File: src/design/rtc_alarm_cfg.svh
`ifndef RTC_ALARM_CFG_SVH
`define RTC_ALARM_CFG_SVH
// register byte offsets on the wishbone window
`define RTC_OFS_ALARM_BASE 8'h00
`define RTC_OFS_FLAG_CTRL 8'h14
`define RTC_OFS_PERIOD_CTRL 8'h18
// alarm register layout
`define RTC_ENB_BIT 7
`define RTC_MASK_MINUTE 8'h7f
`define RTC_MASK_HOUR 8'h3f
`define RTC_MASK_WEEKDAY 8'h07
`define RTC_MASK_DATE 8'h3f
`define RTC_MASK_MONTH 8'h1f
// flag and interrupt control layout
`define RTC_CF_BIT 7
`define RTC_CIE_BIT 4
`define RTC_AIE_BIT 3
`define RTC_AF_BIT 0
`define RTC_CTRL1_RST 8'h00
// period and run control layout
`define RTC_PEF_BIT 7
`define RTC_PES_LSB 4
`define RTC_OSC_BIT 3
`define RTC_ADJ_BIT 2
`define RTC_DRST_BIT 1
`define RTC_START_BIT 0
`define RTC_CTRL2_RST 8'h09
`endif

File: src/design/rtc_alarm_pkg.sv
package rtc_alarm_pkg;
   // bcd calendar values from the counter chain
   typedef struct packed {
      logic [7:0] minute;
      logic [7:0] hour;
      logic [7:0] weekday;
      logic [7:0] date;
      logic [7:0] month;
   } calendar_t;
   // one pulse per divider tap: 256, 64, 16, 4, 2 and 1 hz
   typedef struct packed {
      logic hz1;
      logic hz2;
      logic hz4;
      logic hz16;
      logic hz64;
      logic hz256;
   } tap_t;
   // periodic select codes
   typedef enum logic [2:0] {
      per_none, per_256, per_64, per_16, per_4, per_2, per_1s, per_2s
   } period_sel_t;
endpackage

File: src/design/rtc_period_tick.sv
`timescale 1ns/1ps
module rtc_period_tick #(
   parameter int unsigned N_TAPS = 6
) (
   // clock and reset
   input wire logic clk_i,
   input wire logic rst_i,
   // selection and taps
   input wire rtc_alarm_pkg::period_sel_t sel_i,
   input wire rtc_alarm_pkg::tap_t tap_i,
   // one pulse each elapsed interval
   output logic pulse_o
);
   import rtc_alarm_pkg::*;

   // the tap structure fixes the tap count
   if (N_TAPS != 6) begin : g_bad_taps
      $error("rtc_period_tick serves exactly six divider taps");
   end

   logic half_ff; // second half of a two second interval
   logic nxt_pulse;

   // two second interval: every other one hertz tick
   always_ff @(posedge clk_i) begin
      if (rst_i) begin
         half_ff <= 1'b0;
      end else if (tap_i.hz1) begin
         half_ff <= ~half_ff;
      end
   end

   // pick the tap that the select field names
   always_comb begin
      unique case (sel_i)
         per_none: nxt_pulse = 1'b0;
         per_256:  nxt_pulse = tap_i.hz256;
         per_64:   nxt_pulse = tap_i.hz64;
         per_16:   nxt_pulse = tap_i.hz16;
         per_4:    nxt_pulse = tap_i.hz4;
         per_2:    nxt_pulse = tap_i.hz2;
         per_1s:   nxt_pulse = tap_i.hz1;
         per_2s:   nxt_pulse = tap_i.hz1 & half_ff;
      endcase
   end

   assign pulse_o = nxt_pulse;
endmodule

File: src/design/rtc_alarm_ctrl.sv
// Notes on behaviour
// - alarm when all enabled fields match
// - weekday code bits 2:0, 6:3 zero
// - power-on clears enables; fields otherwise kept
// - control one clears on resets, carry kept
// - carry flag set on read during carry
// - writing zero clears the carry flag
// - carry interrupt while flag and enable
// - alarm interrupt while flag and enable
// - alarm flag: zero clears, one keeps
// - control one bits 6,5,2,1 read zero
// - control two 0x09; manual keeps osc, start
// - periodic flag interrupts; zero clears it
// - select field picks periodic interval
// - bit 3 controls the crystal oscillator
// - oscillator enable: 0 halts, resets to 1
// - adjust write rounds seconds, resets divider
// - count start gates second..year counters
// - periodic flag set each interval elapsed
//
// Our own choices: the Wishbone interface to the registers and the register addresses.
`timescale 1ns/1ps
`include "rtc_alarm_cfg.svh"
module rtc_alarm_ctrl #(
   parameter int unsigned N_ALARMS = 5
) (
   // clock and power-on reset
   input wire logic clk_i,
   input wire logic rst_i,
   // manual reset, synchronous to clk_i
   input wire logic manual_rst_i,
   // wishbone slave
   input wire logic wb_cyc_i,
   input wire logic wb_stb_i,
   input wire logic wb_we_i,
   input wire logic [7:0] wb_adr_i,
   input wire logic [3:0] wb_sel_i,
   input wire logic [31:0] wb_dat_i,
   output logic [31:0] wb_dat_o,
   output logic wb_ack_o,
   // calendar chain
   input wire rtc_alarm_pkg::calendar_t calendar_i,
   input wire logic sec_alarm_en_i,
   input wire logic sec_alarm_hit_i,
   input wire logic counter_read_i,
   input wire logic carry_sub_i,
   input wire logic carry_sec_i,
   input wire rtc_alarm_pkg::tap_t tap_i,
   // run control towards the chain
   output logic oscillator_enable_o,
   output logic count_start_o,
   output logic thirty_second_adjust_o,
   output logic divider_reset_o,
   // level interrupts
   output logic alarm_irq_o,
   output logic carry_irq_o,
   output logic periodic_irq_o
);
   import rtc_alarm_pkg::*;

   // five alarm registers fill five aligned words
   if (N_ALARMS != 5) begin : g_bad_alarms
      $error("rtc_alarm_ctrl serves exactly five alarm registers");
   end

   localparam logic [7:0] FIELD_MASK [5] = '{`RTC_MASK_MINUTE, `RTC_MASK_HOUR,
      `RTC_MASK_WEEKDAY, `RTC_MASK_DATE, `RTC_MASK_MONTH};

   // one alarm field passes when disabled or equal to its counter
   function automatic logic field_ok(input logic [7:0] al, input logic [7:0] cnt,
                                     input logic [7:0] mask);
      field_ok = ~al[`RTC_ENB_BIT] | ((al & mask) == (cnt & mask));
   endfunction

   // word decode of a byte address
   function automatic logic reg_hit(input logic [7:0] adr, input logic [7:0] ofs);
      reg_hit = (adr[7:2] == ofs[7:2]);
   endfunction

   logic [7:0] alarm_ff [5]; // alarm registers, enable in bit 7
   logic carry_flag_ff; // carry during counter read
   logic carry_irq_enable_ff;
   logic alarm_irq_enable_ff;
   logic alarm_flag_ff;
   logic periodic_flag_ff;
   period_sel_t periodic_select_ff;
   logic oscillator_enable_ff;
   logic count_start_ff;
   logic adjust_ff; // one-cycle pulses
   logic div_reset_ff;
   logic ack_ff;
   logic [31:0] dat_ff;
   logic match_prev_ff; // match seen last clock
   logic [7:0] cal_vals [5];
   logic [7:0] nxt_rdata;
   logic wr_commit; // write takes effect at the acked edge
   logic wr_ctrl1;
   logic wr_ctrl2;
   logic any_enabled;
   logic all_match;
   logic match_now;
   logic period_pulse;
   logic carry_event;

   assign cal_vals = '{calendar_i.minute, calendar_i.hour, calendar_i.weekday,
                       calendar_i.date, calendar_i.month};
   assign wr_commit = wb_cyc_i & wb_stb_i & wb_we_i & ack_ff & wb_sel_i[0];
   assign wr_ctrl1 = wr_commit & reg_hit(wb_adr_i, `RTC_OFS_FLAG_CTRL);
   assign wr_ctrl2 = wr_commit & reg_hit(wb_adr_i, `RTC_OFS_PERIOD_CTRL);

   // bus answer: ack one cycle after the request, then drop
   always_ff @(posedge clk_i) begin
      if (rst_i) begin
         ack_ff <= 1'b0;
      end else begin
         ack_ff <= wb_cyc_i & wb_stb_i & ~ack_ff;
      end
   end

   // read mux, reserved and unmapped reads give zero
   always_comb begin
      nxt_rdata = 8'h00;
      for (int i = 0; i < 5; i++) begin
         if (reg_hit(wb_adr_i, 8'(`RTC_OFS_ALARM_BASE + 4 * i))) begin
            nxt_rdata = alarm_ff[i] & (FIELD_MASK[i] | 8'h80);
         end
      end
      if (reg_hit(wb_adr_i, `RTC_OFS_FLAG_CTRL)) begin
         nxt_rdata = {carry_flag_ff, 2'b00, carry_irq_enable_ff,
                      alarm_irq_enable_ff, 2'b00, alarm_flag_ff};
      end
      if (reg_hit(wb_adr_i, `RTC_OFS_PERIOD_CTRL)) begin
         // adjust and divider reset read as zero
         nxt_rdata = {periodic_flag_ff, periodic_select_ff, oscillator_enable_ff,
                      2'b00, count_start_ff};
      end
   end

   // read data captured with the ack
   always_ff @(posedge clk_i) begin
      if (rst_i) begin
         dat_ff <= 32'h0000_0000;
      end else if (wb_cyc_i & wb_stb_i & ~ack_ff) begin
         dat_ff <= {24'h00_0000, nxt_rdata};
      end
   end

   // alarm registers: only enables see power-on reset
   always_ff @(posedge clk_i) begin
      for (int i = 0; i < 5; i++) begin
         if (rst_i) begin
            alarm_ff[i][`RTC_ENB_BIT] <= 1'b0;
         end else if (wr_commit && reg_hit(wb_adr_i, 8'(`RTC_OFS_ALARM_BASE + 4 * i))) begin
            alarm_ff[i] <= wb_dat_i[7:0] & (FIELD_MASK[i] | 8'h80);
         end
      end
   end

   // comparison of enabled fields, second alarm from outside
   always_comb begin
      all_match = ~sec_alarm_en_i | sec_alarm_hit_i;
      any_enabled = sec_alarm_en_i;
      for (int i = 0; i < 5; i++) begin
         all_match = all_match & field_ok(alarm_ff[i], cal_vals[i], FIELD_MASK[i]);
         any_enabled = any_enabled | alarm_ff[i][`RTC_ENB_BIT];
      end
   end
   assign match_now = all_match & any_enabled;

   // edge of the match
   always_ff @(posedge clk_i) begin
      if (rst_i) begin
         match_prev_ff <= 1'b0;
      end else begin
         match_prev_ff <= match_now;
      end
   end

   // alarm flag: set on first match clock, set wins over clear
   always_ff @(posedge clk_i) begin
      if (rst_i || manual_rst_i) begin
         alarm_flag_ff <= 1'b0;
      end else if (match_now && !match_prev_ff) begin
         alarm_flag_ff <= 1'b1;
      end else if (wr_ctrl1 && !wb_dat_i[`RTC_AF_BIT]) begin
         alarm_flag_ff <= 1'b0;
      end
   end

   // carry flag: kept through manual reset
   assign carry_event = counter_read_i & (carry_sub_i | carry_sec_i);
   always_ff @(posedge clk_i) begin
      if (rst_i) begin
         carry_flag_ff <= 1'b0;
      end else if (carry_event) begin
         carry_flag_ff <= 1'b1;
      end else if (wr_ctrl1 && !wb_dat_i[`RTC_CF_BIT]) begin
         carry_flag_ff <= 1'b0;
      end
   end

   // interrupt enables of control one
   always_ff @(posedge clk_i) begin
      if (rst_i || manual_rst_i) begin
         carry_irq_enable_ff <= 1'(`RTC_CTRL1_RST >> `RTC_CIE_BIT);
         alarm_irq_enable_ff <= 1'(`RTC_CTRL1_RST >> `RTC_AIE_BIT);
      end else if (wr_ctrl1) begin
         carry_irq_enable_ff <= wb_dat_i[`RTC_CIE_BIT];
         alarm_irq_enable_ff <= wb_dat_i[`RTC_AIE_BIT];
      end
   end

   // periodic interval selection
   rtc_period_tick #(
      .N_TAPS(6)
   ) u_period (
      .clk_i(clk_i),
      .rst_i(rst_i),
      .sel_i(periodic_select_ff),
      .tap_i(tap_i),
      .pulse_o(period_pulse)
   );

   // periodic flag, set wins over a zero write
   always_ff @(posedge clk_i) begin
      if (rst_i || manual_rst_i) begin
         periodic_flag_ff <= 1'(`RTC_CTRL2_RST >> `RTC_PEF_BIT);
      end else if (period_pulse) begin
         periodic_flag_ff <= 1'b1;
      end else if (wr_ctrl2 && !wb_dat_i[`RTC_PEF_BIT]) begin
         periodic_flag_ff <= 1'b0;
      end
   end

   // periodic select, cleared by either reset
   always_ff @(posedge clk_i) begin
      if (rst_i || manual_rst_i) begin
         periodic_select_ff <= per_none;
      end else if (wr_ctrl2) begin
         periodic_select_ff <= period_sel_t'(wb_dat_i[`RTC_PES_LSB +: 3]);
      end
   end

   // oscillator and run bits survive manual reset
   always_ff @(posedge clk_i) begin
      if (rst_i) begin
         oscillator_enable_ff <= 1'(`RTC_CTRL2_RST >> `RTC_OSC_BIT);
         count_start_ff <= 1'(`RTC_CTRL2_RST >> `RTC_START_BIT);
      end else if (wr_ctrl2) begin
         oscillator_enable_ff <= wb_dat_i[`RTC_OSC_BIT];
         count_start_ff <= wb_dat_i[`RTC_START_BIT];
      end
   end

   // adjust and divider reset strobes, never stored
   always_ff @(posedge clk_i) begin
      if (rst_i || manual_rst_i) begin
         adjust_ff <= 1'b0;
         div_reset_ff <= 1'b0;
      end else begin
         adjust_ff <= wr_ctrl2 & wb_dat_i[`RTC_ADJ_BIT];
         div_reset_ff <= wr_ctrl2 & (wb_dat_i[`RTC_ADJ_BIT] | wb_dat_i[`RTC_DRST_BIT]);
      end
   end

   // outputs
   assign wb_ack_o = ack_ff;
   assign wb_dat_o = dat_ff;
   assign oscillator_enable_o = oscillator_enable_ff;
   assign count_start_o = count_start_ff;
   assign thirty_second_adjust_o = adjust_ff;
   assign divider_reset_o = div_reset_ff;
   assign alarm_irq_o = alarm_flag_ff & alarm_irq_enable_ff;
   assign carry_irq_o = carry_flag_ff & carry_irq_enable_ff;
   assign periodic_irq_o = periodic_flag_ff;
endmodule

File: config.mk
export PLATFORM = sky130hd
export DESIGN_NAME = rtc_alarm_ctrl
export DESIGN_NICKNAME = d
export VERILOG_FILES = /design/src/design/rtc_alarm_pkg.sv /design/src/design/rtc_period_tick.sv /design/src/design/rtc_alarm_ctrl.sv
export VERILOG_INCLUDE_DIRS = /design/src /design/src/design
export SDC_FILE = /design/constraint.sdc
export NUM_CORES = 1
export LEC_CHECK = 0
export BUFFER_PORTS_ARGS = -buffer_cell sky130_fd_sc_hd__buf_2
export CORE_UTILIZATION = 46
export CTS_CLUSTER_DIAMETER = 200
export CTS_CLUSTER_SIZE = 30
export DETAILED_ROUTE_END_ITERATION = 6
export PLACE_DENSITY = 0.82
export SYNTH_ARGS = -nofsm -noshare
export SYNTH_HDL_FRONTEND = slang
export SYNTH_SLANG_ARGS = --single-unit
File: constraint.sdc
create_clock -name clk_i -period 2.16 [get_ports clk_i]
set_clock_uncertainty 0.15 [all_clocks]
set_input_delay 0.216 -clock clk_i [delete_from_list [all_inputs] [get_ports clk_i]]
set_output_delay 0.216 -clock clk_i [all_outputs]
set_load 0.005 [all_outputs]
---- Yosys cells after proc, flatten, opt, wreduce, memory -nomap -nowiden ----
Memory sizes are Yosys's and may differ from the RTL's.
Index checks and enable logic that the tools add are counted.
word-level totals
  output and inout bits ................... 40
  input port bits ......................... 101
  logic and storage cells ................. 132
  bits in writable memories ............... 40
  memories ................................ 1
  flip-flop bits (word level) ............. 23
operators by class
  eq/ne operators ......................... 18
  reductions and logical operators ........ 18
  bitwise operators ....................... 45
  mux-type cells .......................... 36
memories
  memory    words  width  rd ports  clocked after Yosys merged registers in  write ports  RTL line              source
  alarm_ff  5      8      5         0                                        5            rtc_alarm_ctrl.sv:80  logic [7:0] alarm_ff [5];
operator list
  operator                                                               count
  8-bit two-way mux                                                      7
  1-bit two-way mux                                                      28
  1-bit bitwise AND                                                      19
  6-bit by 3-bit equality test with 1-bit output, second input constant  3
  1-bit bitwise OR                                                       18
  3-bit equality test, second input constant                             4
  6-bit by 2-bit equality test with 1-bit output, second input constant  2
  6-bit equality test                                                    2
  1-bit logical AND                                                      9
  1-bit NOT                                                              8
  1-bit case mux with 8 select lines                                     1
  7-bit equality test                                                    1
  3-bit by 2-bit equality test with 1-bit output, second input constant  2
  6-bit by 1-bit equality test with 1-bit output, second input constant  1
  6-bit logical NOT                                                      1
  2-bit nonzero test                                                     3
  5-bit equality test                                                    1
  3-bit by 1-bit equality test with 1-bit output, second input constant  1
  3-bit equality test                                                    1
  1-bit logical NOT                                                      3
  3-bit logical NOT                                                      1
  1-bit logical OR                                                       1

---- Depth between registers and ports, before layout ----
An unclocked memory read counts as a cell.
  depth in word-level cells ............... 11
  depth in mapped cells ................... 7
  gate-level depth less buffers ........... 5

---- Cells and area by module ----
From an unflattened synthesis, not the netlist that was laid out.
unflattened totals
  cells, all modules ...................... 270
  area total of the unflattened synthesis .. 2904.0 um2
by module, submodules not included
  module           cells each  times used  seq. area each (um2)  area an instance (um2)
  rtc_alarm_ctrl   259         1           1401.3                2792.7
  rtc_period_tick  11          1           20.0                  111.4

---- Worst setup path after synthesis ----
No wires, ideal clock.
  kind .................................... input port to flip-flop
  start point ............................. input port wb_adr_i[5]
  end point ............................... register alarm_flag_ff
  stages on the path ...................... 6
  arrival time ............................ 1560 ps
  slack ................................... 322 ps
  buffers on the path ..................... 2
  setup time .............................. 128 ps
  data required time ...................... 1882 ps
  path through ............................ or4b_1 buf_2 or3_1 buf_2 o211ai_2 o41ai_1
on the way
  cells in the longest elaborated chain, start to end .. 4
RTL lines
  element                                         RTL line               source
  from (decl)                                     rtc_alarm_ctrl.sv:36   input wire logic [7:0] wb_adr_i,
  6-bit by 3-bit equality test with 1-bit output  rtc_alarm_ctrl.sv:77   reg_hit = (adr[7:2] == ofs[7:2]);
  1-bit bitwise AND                               rtc_alarm_ctrl.sv:108  assign wr_ctrl1 = wr_commit & reg_hit(wb_adr_i, `RTC_OFS_FLAG_CTRL);
  1-bit logical AND                               rtc_alarm_ctrl.sv:185  end else if (wr_ctrl1 && !wb_dat_i[`RTC_AF_BIT]) begin
  2-bit nonzero test (no source line)             n/a
  to (signal assigned)                            rtc_alarm_ctrl.sv:182  alarm_flag_ff <= 1'b0;
  to (signal assigned)                            rtc_alarm_ctrl.sv:184  alarm_flag_ff <= 1'b1;
  to (signal assigned)                            rtc_alarm_ctrl.sv:186  alarm_flag_ff <= 1'b0;
  to (decl)                                       rtc_alarm_ctrl.sv:84   logic alarm_flag_ff;
Every way passes these cells.
A chain may end at the register's enable or synchronous reset.

==> run_results.csv <==
group,metric,value,unit
worst_setup_path,critical_path_class,"flip-flop to flip-flop",
floorplanning,core,5920,um^2
floorplanning,start_util,0.479,
clock_network,clock-sinks,55,
cells_and_area,fin_nets,445,
clock_network,postCtsSetupRepairBufs,0,
synthesis,synth_top_cell_area_share,0.339,
grt,grt_max_degree,22,
synthesis,synth-seq-area-share,0.501,
pwr,p_int,1.56,mW
grt,antenna_found_initial,0,
outcome,status,"finished, final reports clean",
min_path,hp-class,"input pin to flip-flop",
pwr,pwr-share-seq,0.560,
pwr,p_clk_frac,0.333,
timing,min_period,1.86,ns
floorplanning,dieWidth,80.5,um
clock_network,insertion_delay,0.31,ns
pwr,p_sw_frac,0.227,
cells_and_area,drive_above_1_share,0.290,
pwr,power.switching,457,uW
clock_network,cts.clk_slew.worst_paths,0.10,ns
grt,grt_remaining_overflow,0,
worst_setup_path,worstPathArrival,1.93,ns
timing,tightest_slew,0.496,ns
placement,port_buffers,74,
cells_and_area,syn2layout_area_growth,18.3,%
worst_setup_path,crit_required,2.23,ns
clock_network,clock-root-buffer,"clkbuf_8",
flow_run,maxCapViolCount,0,
placement,place.gp.congestion,0.889,
grt,track_usage,0.225,
synthesis,synthFlopType,"edfxtp_1",
grt,first_global_vias,2229,
worst_setup_path,crit_fanout,2,
route,drt_iter0_drc,246,
route,viasPerCell,5.55,
cells_and_area,regMostFlops,"alarm_ff",
synthesis,synth_top_cell_by_area,"edfxtp_1",
route,drtAntennaViolNets,0,
cells_and_area,largest_reg_flops,32,
synthesis,yosys.cell_types.count,43,
timing,fin_tns_setup,0,ns
timing,setup_viol,0,
route,wl_per_cell,16.3,um
synthesis,async_flop_share,0,
route,finalWirelength,6850,um
cells_and_area,diodes,0,
clock_network,cts_made_buffers,5,
timing,hold_viol,0,
grt,grt_first_pass_wirelength,10800,um
worst_setup_path,startpoint_type,"flip-flop",
synthesis,synth_enable_flop_cells,32,
route,via_count,2329,
route,first_pass_iters,5,
timing,post-route-period-util,0.863,
floorplanning,pin_count,141,
synthesis,synth_area_leaders,"edfxtp_1 34%, dfxtp_1 16%, buf_4 6.4%, xnor2_1 5.9%, nor2_1 4.0%",
synthesis,avgSynthCellArea,10.7,um^2
synthesis,ys_warn_count,0,
cells_and_area,fill_cells,504,
route,drcViolationCount,0,
timing,timing.final.max_slew_violations,0,
worst_setup_path,reg2reg_slack,0.30,ns
pwr,power_per_cell_area,600,nW/um^2
synthesis,synth_top_cells_by_count,"32 x edfxtp_1, 30 x nor2_1, 24 x buf_4",
pwr,ir_drop,466,uV
clock_network,cts_tree,"done",
synthesis,synthCells,265,
synthesis,synthMostInstantiatedCell,"edfxtp_1",
timing,slew-limit-headroom,0.668,
floorplanning,rows,28,
synthesis,synth_area,2840,um^2
floorplanning,die_area,6480,um^2
synthesis,ys_seq_elements,55,
clock_network,clock_path_buffers,2,
clock_network,h-tree-depth,2,
worst_setup_path,crit_path_end_kind,"flip-flop",
timing,rsz0062_at_grt,"no",
pwr,power.share.combinational,0.107,
timing,max_freq,536,MHz
placement,dp_hpwl,5270,um
pwr,leakage,1.35,nW
cells_and_area,final_util,0.567,
floorplanning,chipHeight,80.5,um
==> power groups by stage <==
stage	clock, mW	combinational, mW	sequential (mW)
2_1_floorplan	0	0.141	1.15
3_3_place_gp	0	0.206	1.15
3_5_place_dp	0	0.210	1.15
4_1_cts	0.672	0.214	1.13
5_1_grt	0.707	0.238	1.13
6_report	0.671	0.215	1.13
==> cells in the final DEF, fill, tap and decap left out, types with 9 or more instances in the layout <==
master	instances
buf_2	74
dfxtp_1	23
nor3_1	9
conb_1	24
xnor2_1	19
xor2_1	10
nor2_1	30
buf_4	10
edfxtp_1	32
nand2_1	9
==> routing by layer <==
| metal | vias up | GRT usage | routed length [um] |
|---|---|---|---|
| li1 | 1069 | - | - |
| met1 | 1102 | 0.280 | 2700 |
| met2 | 139 | 0.389 | 3400 |
| met3 | 19 | 0.0341 | 554 |
| met4 | 0 | 0.0911 | 197 |
| met5 | - | 0 | 0 |
==> final timing paths <==
path,from,end,depth (start not counted)
min reg2reg,match_prev_ff$_SDFF_PP0_,alarm_flag_ff$_SDFFE_PP0P_,1
max reg2reg,alarm_ff[0][0]$_DFFE_PP_,alarm_flag_ff$_SDFFE_PP0P_,5
max,alarm_ff[0][0]$_DFFE_PP_,alarm_flag_ff$_SDFFE_PP0P_,5
min,counter_read_i,carry_flag_ff$_SDFFE_PP0P_,3
==> cell families (layout without fill, tap and decap cells) <==
family	Yosys count	in the layout	share of synthesized area
buf+inv	42	99	0.0891
other cells	1	24	0.00132
simple gates	76	76	0.131
compound gates	48	48	0.120
xor+xnor	29	29	0.0895
mux	14	14	0.0679
flops	55	55	0.501
==> metrics by stage <==
step                      cell area (um^2)  total power [mW]  worst slack (ns)  cells  hold WS (ns)
final                                 3360              2.01             0.295    420       0.00350
after global routing                  3360              2.08             0.155    420        0.0298
after CTS                             3360              2.01             0.280    420        0.0210
after detailed placement              3230              1.36             0.165    410         0.261
after global placement                3230              1.36             0.172    410         0.263
after floorplan                       2920              1.29             0.322    288         0.161
==> worst max-delay path, stage by stage, from the launching register on <==
cell	delay, ns
edfxtp_1	0.42
xnor2_1	0.26
nand4_1	0.13
o41ai_1	0.34
nand2_1	0.16
o41ai_1	0.33
==> area by class of cell <==
type / instances / area (um^2) / area share
clock buffers: 5 / 68.8 / 0.0205
clock inverters: 3 / 38.8 / 0.0116
inverters: 5 / 18.8 / 0.00559
multi-input cells: 191 / 1250 / 0.372
flip-flops and latches: 55 / 1420 / 0.424
well taps: 75 / 93.8 / 0.0280
repair buffers: 86 / 465 / 0.139
==> repair_timing <==
item                      in CTS  in global routing
hold endpoints to repair       4                  0
hold buffers                   2                  0
resized for setup              0                  0
Power figures use the tool's default switching activity.
